### src/core/twrs_pkg.sv
// Package for the two-wire register slave: constants, states and carriers.
// Assumes a single 200 MHz core clock domain shared by every user of the package.
package twrs_pkg;

    // ------------------------------------------------------------------
    // Sizes
    // ------------------------------------------------------------------
    localparam int TWRS_REG_AW = 8;
    localparam int TWRS_REG_DW = 16;
    localparam int TWRS_BYTE_W = 8;

    // ------------------------------------------------------------------
    // Bus addresses and special register
    // ------------------------------------------------------------------
    localparam logic [7:0] TWRS_BUS_ADDR_LOW = 8'h90;
    localparam logic [7:0] TWRS_BUS_ADDR_HIGH = 8'hBA;
    localparam logic [7:0] TWRS_BYTE_ACCESS_ADDR = 8'hF1;
    localparam logic TWRS_DIR_READ = 1'h1;

    // ------------------------------------------------------------------
    // Counts and fixed values
    // ------------------------------------------------------------------
    localparam logic [3:0] TWRS_BITS_PER_BYTE = 4'h8;
    localparam logic [3:0] TWRS_CNT_ONE = 4'h1;
    localparam logic [7:0] TWRS_PTR_STEP = 8'h01;
    localparam logic [7:0] TWRS_FILL_BYTE = 8'h00;
    localparam logic [15:0] TWRS_REG_RESET = 16'h0000;
    localparam logic TWRS_LINE_LOW = 1'h0;

    // ------------------------------------------------------------------
    // Types
    // ------------------------------------------------------------------
    typedef enum logic [3:0] {
        TWRS_IDLE,
        TWRS_ADDR,
        TWRS_ADDR_ACK,
        TWRS_REG,
        TWRS_REG_ACK,
        TWRS_WDATA,
        TWRS_WDATA_ACK,
        TWRS_RDATA,
        TWRS_RACK,
        TWRS_RNEXT,
        TWRS_IGNORE
    } twrs_state_e;

    typedef struct packed {
        logic we;
        logic [7:0] addr;
        logic [15:0] data;
    } twrs_wr_s;

endpackage

### src/core/twrs_reg_mem.sv
// Internal 16-bit register array of the device, one write port and one read port.
// Assumes write requests and read address come from logic on the same clock.
`timescale 1ns/1ps
`default_nettype none

module twrs_reg_mem
    import twrs_pkg::*;
#(
    parameter int AW = TWRS_REG_AW,
    parameter int DW = TWRS_REG_DW
) (
    input wire logic clk_in,
    input wire logic nrst_in,
    input wire logic we_in,
    input wire logic [AW-1:0] wr_addr_in,
    input wire logic [DW-1:0] wr_data_in,
    input wire logic [AW-1:0] rd_addr_in,
    output logic [DW-1:0] rd_data_out
);

    // ------------------------------------------------------------------
    // Storage
    // ------------------------------------------------------------------
    logic [DW-1:0] mem_reg [0:(1<<AW)-1];

    always_ff @(posedge clk_in) begin
        if (we_in) begin
            mem_reg[wr_addr_in] <= wr_data_in;
        end
    end

    // Read data leave through a register
    always_ff @(posedge clk_in or negedge nrst_in) begin
        if (!nrst_in) begin
            rd_data_out <= DW'(TWRS_REG_RESET);
        end else begin
            rd_data_out <= mem_reg[rd_addr_in];
        end
    end

endmodule

`default_nettype wire

### src/core/twrs_slave.sv
// Two-wire serial slave giving a bus master access to 16-bit internal registers.
// Assumes open-drain lines with external pull-ups; the master clock line is
// slow against clk_in and is sampled, not used as a clock.
//
// Notes on behaviour
// - Bus address is 0x90 when select pin XOR invert bit is low, else 0xBA.
// - With write address 0xBA the read address 0xBB is also accepted.
// - Address byte holds seven address bits then the direction bit as LSB.
// - Direction bit 0 asks for a write, 1 asks for a read.
// - A matching address byte is acknowledged.
// - In a write the register address byte follows and is acknowledged.
// - Every received write data byte is acknowledged.
// - Registers are 16 bits, written as two consecutive bytes.
// - Write pointer advances after every 16 data bits.
// - Read pointer advances after every 16 bits sent; the code steps it when the low byte is loaded, after the first 8 bits.
// - A master no-acknowledge ends the read; the device stops driving.
// - Both lines high is idle; only the master makes start and stop.
// - Start is data falling while clock is high.
// - Stop is data rising while clock is high.
// - One bit per clock pulse; data changes only while clock is low.
// - Receiver pulls data low during the acknowledge pulse; sender releases.
// - No-acknowledge is the data line left released during that pulse.
// - Data line is only ever pulled low, open-drain style.
// - A register is written only after all 16 bits arrive.
// - Byte write: upper byte to target, lower byte to byte access register.
// - Byte read: upper byte from target, lower byte from byte access register.
`timescale 1ns/1ps
`default_nettype none

module twrs_slave
    import twrs_pkg::*;
(
    input wire logic clk_in,
    input wire logic nrst_in,
    input wire logic scl_in,
    input wire logic serial_data_line_in,
    input wire logic address_select_pin_in,
    input wire logic address_invert_bit_in,
    output logic serial_data_line_out,
    output logic serial_data_line_oe_out,
    output twrs_wr_s reg_wr_out,
    output logic busy_out
);

    // ------------------------------------------------------------------
    // State
    // ------------------------------------------------------------------
    typedef struct packed {
        logic scl_meta;
        logic scl_sync;
        logic scl_prev;
        logic sda_meta;
        logic sda_sync;
        logic sda_prev;
        logic asel_meta;
        logic asel_sync;
        twrs_state_e state;
        logic [3:0] bit_cnt;
        logic [7:0] shift;
        logic [7:0] tx;
        logic low_phase;
        logic rd_dir;
        logic [7:0] ptr;
        logic [7:0] hold_hi;
        logic pend_valid;
        logic [7:0] pend_addr;
        logic [7:0] pend_hi;
        logic [7:0] lo_latch;
        logic sda_o;
        logic sda_oe;
        twrs_wr_s wr;
        logic busy;
    } twrs_regs_s;

    // Synchroniser stages start at the idle line level so no false edge follows reset
    localparam twrs_regs_s TWRS_REGS_RST = '{
        scl_meta: ~TWRS_LINE_LOW,
        scl_sync: ~TWRS_LINE_LOW,
        scl_prev: ~TWRS_LINE_LOW,
        sda_meta: ~TWRS_LINE_LOW,
        sda_sync: ~TWRS_LINE_LOW,
        sda_prev: ~TWRS_LINE_LOW,
        state: TWRS_IDLE,
        wr: '0,
        default: '0
    };

    twrs_regs_s regs_reg;
    twrs_regs_s regs_next;
    logic [15:0] rd_data;

    // ------------------------------------------------------------------
    // Helpers
    // ------------------------------------------------------------------
    // Chooses the address that the bus must present
    function automatic logic [7:0] twrs_bus_addr(input logic sel);
        if (sel) begin
            return TWRS_BUS_ADDR_HIGH;
        end else begin
            return TWRS_BUS_ADDR_LOW;
        end
    endfunction

    // Byte to send for the current phase and pointer
    function automatic logic [7:0] twrs_tx_pick(
        input logic low,
        input logic [7:0] ptr,
        input logic [15:0] data,
        input logic [7:0] latch
    );
        if (ptr == TWRS_BYTE_ACCESS_ADDR) begin
            if (low) begin
                return TWRS_FILL_BYTE;
            end else begin
                return latch;
            end
        end else if (low) begin
            return data[7:0];
        end else begin
            return data[15:8];
        end
    endfunction

    // ------------------------------------------------------------------
    // Register array
    // ------------------------------------------------------------------
    twrs_reg_mem #(
        .AW(TWRS_REG_AW),
        .DW(TWRS_REG_DW)
    ) u_mem (
        .clk_in(clk_in),
        .nrst_in(nrst_in),
        .we_in(regs_reg.wr.we),
        .wr_addr_in(regs_reg.wr.addr),
        .wr_data_in(regs_reg.wr.data),
        .rd_addr_in(regs_reg.ptr),
        .rd_data_out(rd_data)
    );

    // ------------------------------------------------------------------
    // Next state
    // ------------------------------------------------------------------
    always_comb begin
        logic scl_rise;
        logic scl_fall;
        logic start_seen;
        logic stop_seen;
        logic [7:0] my_addr;
        logic [7:0] next_byte;
        logic [3:0] cnt_inc;
        scl_rise = 1'b0;
        scl_fall = 1'b0;
        start_seen = 1'b0;
        stop_seen = 1'b0;
        my_addr = TWRS_BUS_ADDR_LOW;
        next_byte = TWRS_FILL_BYTE;
        cnt_inc = TWRS_CNT_ONE;

        regs_next = regs_reg;
        // Two-stage synchronisers, then a third stage for edges
        regs_next.scl_meta = scl_in;
        regs_next.scl_sync = regs_reg.scl_meta;
        regs_next.scl_prev = regs_reg.scl_sync;
        regs_next.sda_meta = serial_data_line_in;
        regs_next.sda_sync = regs_reg.sda_meta;
        regs_next.sda_prev = regs_reg.sda_sync;
        regs_next.asel_meta = address_select_pin_in;
        regs_next.asel_sync = regs_reg.asel_meta;
        regs_next.wr.we = 1'b0;
        // The line is only ever pulled low
        regs_next.sda_o = TWRS_LINE_LOW;

        scl_rise = regs_reg.scl_sync & ~regs_reg.scl_prev;
        scl_fall = ~regs_reg.scl_sync & regs_reg.scl_prev;
        start_seen = regs_reg.scl_sync & regs_reg.scl_prev
            & regs_reg.sda_prev & ~regs_reg.sda_sync;
        stop_seen = regs_reg.scl_sync & regs_reg.scl_prev
            & ~regs_reg.sda_prev & regs_reg.sda_sync;
        my_addr = twrs_bus_addr(regs_reg.asel_sync ^ address_invert_bit_in);
        cnt_inc = regs_reg.bit_cnt + TWRS_CNT_ONE;

        if (start_seen) begin
            // Start or repeated start opens a new address phase
            regs_next.state = TWRS_ADDR;
            regs_next.bit_cnt = '0;
            regs_next.low_phase = 1'b0;
            regs_next.sda_oe = 1'b0;
        end else if (stop_seen) begin
            regs_next.state = TWRS_IDLE;
            regs_next.sda_oe = 1'b0;
        end else begin
            case (regs_reg.state)
                TWRS_ADDR, TWRS_REG, TWRS_WDATA: begin
                    if (scl_rise) begin
                        // Sample while the clock is high
                        regs_next.shift = {regs_reg.shift[6:0], regs_reg.sda_sync};
                        regs_next.bit_cnt = cnt_inc;
                    end else if (scl_fall && regs_reg.bit_cnt == TWRS_BITS_PER_BYTE) begin
                        regs_next.bit_cnt = '0;
                        if (regs_reg.state == TWRS_ADDR) begin
                            // Seven address bits compared, LSB is direction
                            if (regs_reg.shift[7:1] == my_addr[7:1]) begin
                                regs_next.rd_dir = regs_reg.shift[0];
                                regs_next.sda_oe = 1'b1;
                                regs_next.state = TWRS_ADDR_ACK;
                            end else begin
                                regs_next.state = TWRS_IGNORE;
                            end
                        end else if (regs_reg.state == TWRS_REG) begin
                            regs_next.ptr = regs_reg.shift;
                            regs_next.low_phase = 1'b0;
                            regs_next.sda_oe = 1'b1;
                            regs_next.state = TWRS_REG_ACK;
                        end else begin
                            regs_next.sda_oe = 1'b1;
                            regs_next.state = TWRS_WDATA_ACK;
                            if (!regs_reg.low_phase) begin
                                if (regs_reg.ptr == TWRS_BYTE_ACCESS_ADDR
                                    && regs_reg.pend_valid) begin
                                    // Lower byte completes a parked upper byte
                                    regs_next.wr.we = 1'b1;
                                    regs_next.wr.addr = regs_reg.pend_addr;
                                    regs_next.wr.data = {regs_reg.pend_hi, regs_reg.shift};
                                    regs_next.pend_valid = 1'b0;
                                end else begin
                                    // Upper byte is held; the register keeps its value
                                    regs_next.hold_hi = regs_reg.shift;
                                    regs_next.pend_addr = regs_reg.ptr;
                                    regs_next.pend_hi = regs_reg.shift;
                                    regs_next.pend_valid = 1'b1;
                                    regs_next.low_phase = 1'b1;
                                end
                            end else begin
                                // Whole register arrived: commit and advance
                                regs_next.wr.we = 1'b1;
                                regs_next.wr.addr = regs_reg.ptr;
                                regs_next.wr.data = {regs_reg.hold_hi, regs_reg.shift};
                                regs_next.ptr = regs_reg.ptr + TWRS_PTR_STEP;
                                regs_next.low_phase = 1'b0;
                                regs_next.pend_valid = 1'b0;
                            end
                        end
                    end
                end
                TWRS_ADDR_ACK: begin
                    if (scl_fall) begin
                        regs_next.sda_oe = 1'b0;
                        if (regs_reg.rd_dir == TWRS_DIR_READ) begin
                            next_byte = twrs_tx_pick(1'b0, regs_reg.ptr, rd_data,
                                regs_reg.lo_latch);
                            if (regs_reg.ptr != TWRS_BYTE_ACCESS_ADDR) begin
                                regs_next.lo_latch = rd_data[7:0];
                            end
                            regs_next.tx = next_byte;
                            // Pull low for a zero, release for a one
                            regs_next.sda_oe = ~next_byte[7];
                            regs_next.low_phase = 1'b1;
                            regs_next.bit_cnt = '0;
                            regs_next.state = TWRS_RDATA;
                        end else begin
                            regs_next.state = TWRS_REG;
                        end
                    end
                end
                TWRS_REG_ACK, TWRS_WDATA_ACK: begin
                    if (scl_fall) begin
                        regs_next.sda_oe = 1'b0;
                        regs_next.state = TWRS_WDATA;
                    end
                end
                TWRS_RDATA: begin
                    if (scl_fall) begin
                        regs_next.bit_cnt = cnt_inc;
                        if (cnt_inc == TWRS_BITS_PER_BYTE) begin
                            // Release for the master's acknowledge
                            regs_next.sda_oe = 1'b0;
                            regs_next.state = TWRS_RACK;
                        end else begin
                            regs_next.tx = {regs_reg.tx[6:0], 1'b0};
                            regs_next.sda_oe = ~regs_reg.tx[6];
                        end
                    end
                end
                TWRS_RACK: begin
                    if (scl_rise) begin
                        if (regs_reg.sda_sync) begin
                            regs_next.state = TWRS_IGNORE;
                        end else begin
                            regs_next.state = TWRS_RNEXT;
                        end
                    end
                end
                TWRS_RNEXT: begin
                    if (scl_fall) begin
                        next_byte = twrs_tx_pick(regs_reg.low_phase, regs_reg.ptr,
                            rd_data, regs_reg.lo_latch);
                        if (regs_reg.low_phase) begin
                            // Low byte goes out: the word is done
                            regs_next.ptr = regs_reg.ptr + TWRS_PTR_STEP;
                            regs_next.low_phase = 1'b0;
                        end else begin
                            if (regs_reg.ptr != TWRS_BYTE_ACCESS_ADDR) begin
                                regs_next.lo_latch = rd_data[7:0];
                            end
                            regs_next.low_phase = 1'b1;
                        end
                        regs_next.tx = next_byte;
                        regs_next.sda_oe = ~next_byte[7];
                        regs_next.bit_cnt = '0;
                        regs_next.state = TWRS_RDATA;
                    end
                end
                TWRS_IGNORE: begin
                    regs_next.sda_oe = 1'b0;
                end
                default: begin
                    regs_next.sda_oe = 1'b0;
                end
            endcase
        end

        regs_next.busy = (regs_next.state != TWRS_IDLE)
            && (regs_next.state != TWRS_IGNORE);
    end

    // ------------------------------------------------------------------
    // Registers
    // ------------------------------------------------------------------
    always_ff @(posedge clk_in or negedge nrst_in) begin
        if (!nrst_in) begin
            regs_reg <= TWRS_REGS_RST;
        end else begin
            regs_reg <= regs_next;
        end
    end

    // ------------------------------------------------------------------
    // Outputs
    // ------------------------------------------------------------------
    assign serial_data_line_out = regs_reg.sda_o;
    assign serial_data_line_oe_out = regs_reg.sda_oe;
    assign reg_wr_out = regs_reg.wr;
    assign busy_out = regs_reg.busy;

endmodule

`default_nettype wire

### config.mk
export PLATFORM = sky130hd
export DESIGN_NAME = twrs_slave
export DESIGN_NICKNAME = d
export VERILOG_FILES = /design/src/core/twrs_pkg.sv /design/src/core/twrs_reg_mem.sv /design/src/core/twrs_slave.sv
export SDC_FILE = /design/constraint.sdc
export NUM_CORES = 2
export LEC_CHECK = 0
export BUFFER_PORTS_ARGS = -buffer_cell sky130_fd_sc_hd__buf_2
export CORE_MARGIN = 2
export CORE_UTILIZATION = 45
export CTS_CLUSTER_DIAMETER = 40
export DETAILED_ROUTE_END_ITERATION = 16
export PLACE_DENSITY = 0.7
export SLEW_MARGIN = 40
export SYNTH_ARGS = -nofsm -noshare
export SYNTH_HDL_FRONTEND = slang
export SYNTH_SLANG_ARGS = --single-unit
### constraint.sdc
create_clock -name clk_in -period 4.2 [get_ports clk_in]
set_input_delay 0.21 -clock clk_in [delete_from_list [all_inputs] [get_ports clk_in]]
set_output_delay 0.21 -clock clk_in [all_outputs]
set_load 0.01 [all_outputs]
# After elaboration in Yosys (flattened, before gate mapping)
# Memories as Yosys holds them, arrays and structs flattened. A register that Yosys moved wholly into a read port is not among the register bits.
# Cells that the tools add are included.
# word_totals
register_bits	94
ram_bits	4096
inputBits	6
out_inout_bits	28
memories	1
# mem_list
memory	words	width	read_ports	rd_clocked_by_memory_dff	write_ports	line_no	text
u_mem.mem_reg	256	16	1	1	1	twrs_reg_mem.sv:24	logic [DW-1:0] mem_reg [0:(1<<AW)-1];
# op_classes
add_sub_neg	2
n_eq_ne	41
mux	93
n_bitwise	22
n_reduce_logical	24
# ops
op	count
$mux W8	32
$mux W25	9
$mux W35	2
$mux W63	1
$mux W26	2
$mux W4	9
$reduce_and A7 Y1	5
$mux W33	1
$mux W16	2
$ne A4 B4 Y1 const B	8
$pmux W8 S2	2
$reduce_and A8 Y1	4
$mux W9	3
$ne A3 B3 Y1 const B	8
$pmux W4 S6	1
$pmux W8 S3	1
$mux W1	21
$ne A2 B2 Y1 const B	10
$eq A4 B3 Y1 const B	4
$eq A4 B4 Y1 const B	4
$pmux W4 S4	1
$not A1 Y1	14
$reduce_and A9 Y1	1
$add A8 B1 Y8 const B	1
other kinds (23)	36

# Longest topological paths before layout
# logic_depth
depth_word	14
depth_mapped	14

# Modules after synthesis
# Synthesis repeated with hierarchy kept, for this count alone.
# unflattened
hier_cells	7828
hier_area_um2	163838.4
# by_module_without_submodules
mod	instances	cells_per_inst	area_each_um2	seq_area_each_um2
twrs_reg_mem	1	7360	158796.0	123398.3
twrs_slave	1	468	5042.3	2334.7

# Worst setup path after synthesis
# OpenSTA, ideal clock, no wires.
# synth_path
path_kind	flip-flop to flip-flop
from	register regs_reg (netlist bit reg_wr_out[0])
to	memory u_mem.mem_reg[0][0] (netlist bit) (data pin)
setup_ns	0.806
t_arrival_ns	3.196
required_time_ns	3.394
path_slack_ns	0.198
stages_incl_launch_ff	1
path_buffers	0
period_less_slack_ns	4.002
cell_sequence	dfrtp_1
# synth_rtl
item	line_no	text
from (decl)	twrs_slave.sv:88	twrs_regs_s regs_reg;
from (signal assigned)	twrs_slave.sv:333	regs_reg <= regs_next;
to (decl)	twrs_reg_mem.sv:24	
# Straight into the memory's write port.

==> impl_metrics.json <==
{
  "rsz0062_at_grt": "no",
  "max_clock_freq_ghz": 0.242,
  "power.total_uw": 89200,
  "ys_warn_count": 0,
  "place_hpwl_microns": 273000,
  "htreeDepth": 5,
  "start_util_pct": 45.1,
  "layout.nets": 8296,
  "cts_tree": "built",
  "fp.dieW_microns": 606,
  "final_util_pct": 52.2,
  "dpl_cell_area_sq_um": 173000,
  "insertion_delay_ns": 0.97,
  "portBuffers": 32,
  "crit_chain": "buf_12, buf_12, buf_12, mux4_2, mux2i_1, o22ai_1, a211oi_1, a21oi_1, a32o_1",
  "hp-class": "in2reg",
  "totalWireLength_microns": 455000,
  "largest_reg_flops": 4096,
  "crit_path_end_kind": "flop",
  "synth_common_cells": "edfxtp_1 (4,096), mux4_2 (1,018), nor2_1 (392)",
  "tightestPinTransition_ns": 0.958,
  "cts.sinks": 4205,
  "cp_max_fo": 26,
  "drc": 0,
  "ys_ff_latch": 4205,
  "post-route-period-util_pct": 98.3,
  "via_per_inst": 6.36,
  "cp.arrival_ns": 4.98,
  "synth_most_common_cell": "edfxtp_1",
  "drt_iter0_drc": 14400,
  "cts.path.max_buffers": 4,
  "fin_crit_ns": 4.13,
  "post_drt_wl_per_cell_microns": 33.8,
  "cts_setup_buffers": 0,
  "critPathKind": "reg2reg",
  "syn_to_final_growth_pct": 15.6,
  "drv_cap": 0,
  "synth_top_cell_area_share_pct": 75.4,
  "synthArstFlopShare_pct": 2.59,
  "core_sq_um": 362000,
  "root_buffer": "clkbuf_16",
  "die_height_microns": 606,
  "path_common_cell": "buf_12",
  "grt-ovfl-total": 0,
  "avgSynthCellArea_sq_um": 21.5,
  "status": "finished clean",
  "path_clk_slew_ns": 0.06,
  "via_count": 85700,
  "grt_max_degree": 134,
  "ys_seq_area_share_pct": 77.0,
  "fin_skew_ns": 0.0790,
  "synthesis.nets": 7585,
  "synth_enable_flop_cells": 4096,
  "final-hold-violation-count": 0,
  "slew_headroom_pct": 36.2,
  "cts_buffers": 455,
  "fin_area_sq_um": 189000,
  "cp-start-kind": "flop",
  "synth.distinct_cells": 78,
  "power_density_nw_per_um2": 473,
  "grt_pass1_vias": 83800,
  "postSynthCellCount": 7575,
  "ir_worst_vdd_uv": 358,
  "slowest_delay_ns": 0.82,
  "yosysTopAreaCell": "edfxtp_1",
  "drtPass1Iterations": 9,
  "ios": 34,
  "synthFlopType": "edfxtp_1",
  "place_congestion": 0.896,
  "yosys-top-cells-area": "edfxtp_1 (75%), mux4_2 (14%), mux2i_1 (1.9%)",
  "fp-row-count": 221,
  "finalWorstSetupSlack_ns": 0.0713,
  "grt_pass1_wl_microns": 638000,
  "drive_gt1_share_pct": 30.9,
  "grt_util_all_layers_pct": 24.5,
  "synth_area_sq_um": 163000,
  "slew_viol_final": 0,
  "ant_nets": 0,
  "antenna_found_initial": 31,
  "post-place-ws_ns": 0.145,
  "tns_ns": 0,
  "cpMaxStageDelayCell": "dfrtp_4",
  "dieArea_sq_um": 368000,
  "setup_viol": 0,
  "worstPathRequired_ns": 5.05,
  "leakagePower_uw": 0.0564
}
==> layout by cell type, fill, tap and decap left out, drive strengths merged, types with 39 or more instances in the layout <==
| master | n |
|---|---|
| edfxtp | 4096 |
| inv | 59 |
| o21ai | 101 |
| mux2 | 64 |
| clkbuf | 534 |
| clkinvlp | 44 |
| a221oi | 75 |
| a21oi | 98 |
| nor2 | 392 |
| bufinv | 50 |
| nand3 | 69 |
| nand2 | 325 |
| clkinv | 157 |
| o221ai | 39 |
| dfrtp | 103 |
| mux2i | 306 |
| mux4 | 1018 |
| buf | 722 |
==> path summary, 6_finish.rpt <==
kind	from	endpoint	slack [ns]	depth (start not counted)
max in group asynchronous	nrst_in	u_mem.rd_data_out[7]	3.12	4
hold / removal	address_invert_bit_in	regs_reg[69]	0.14	6
setup / recovery	regs_reg[61]	u_mem.rd_data_out[10]	0.07	9
setup reg to reg	regs_reg[61]	u_mem.rd_data_out[10]	0.07	9
min in group asynchronous	nrst_in	regs_next[95]	0.40	4
hold reg to reg	regs_next[101]	regs_next[100]	0.35	0
==> through the flow <==
step           instances  hold WS, ns
2_1_floorplan       7575      -0.0856
5_1_grt            13500        0.198
6_report           13500        0.136
3_5_place_dp       12600        0.295
3_3_place_gp       12600        0.305
4_1_cts            13400        0.112
==> what timing repair did <==
item,4_1_cts,5_1_grt
hold endpoints to repair,112,0
resized for setup,0,0
hold buffers,8,0
==> critical path: cells and delay by family, from the launching register on <==
family                 cells  cell delay [ns]
AOI/OAI and AO/OA          4             1.46
muxes                      2             0.96
DFF                        1             0.82
buffers and inverters      3             0.70
==> where the power goes <==
| part | internal, uW | switching (uW) |
|---|---|---|
| clock | 23400 | 16700 |
| sequential | 45500 | 286 |
| combinational | 1200 | 2090 |
==> kinds of logic (layout without fill, tap and decap cells) <==
logic type	after synthesis	after routing	synth area share (%)
flip-flops	4205	4205	77.0
multiplexers	1388	1388	16.4
AND/OR/NAND/NOR	932	932	2.43
AO/OA/AOI/OAI	552	552	2.39
buffers and inverters	489	1574	1.72
adder cells (fa/ha/maj)	4	4	0.0307
XOR/XNOR	4	4	0.0215
other	1	23	0.00230
==> cell type report <==
class                   instances  area (sq um)
well taps                    4794          6000
multi-input cells            2881         35100
inverters                      13          65.1
clock inverters               297          3300
diodes                         22          55.1
clock buffers                 534         11800
repair buffers                730          6580
fillers                     27200        173000
flip-flops and latches       4205        126000
==> layer usage <==
| layer | GRT usage (%) | part of all wire (%) | vias to the layer above |
|---|---|---|---|
| li1 | - | - | 33100 |
| met2 | 37.4 | 46 | 6418 |
| met3 | 6.23 | 13 | 1005 |
| met1 | 33.6 | 36 | 45100 |
| met5 | 0 | 0.010 | - |
| met4 | 10.8 | 4.7 | 6 |
No activity file was read; power rests on OpenSTA's default activity.
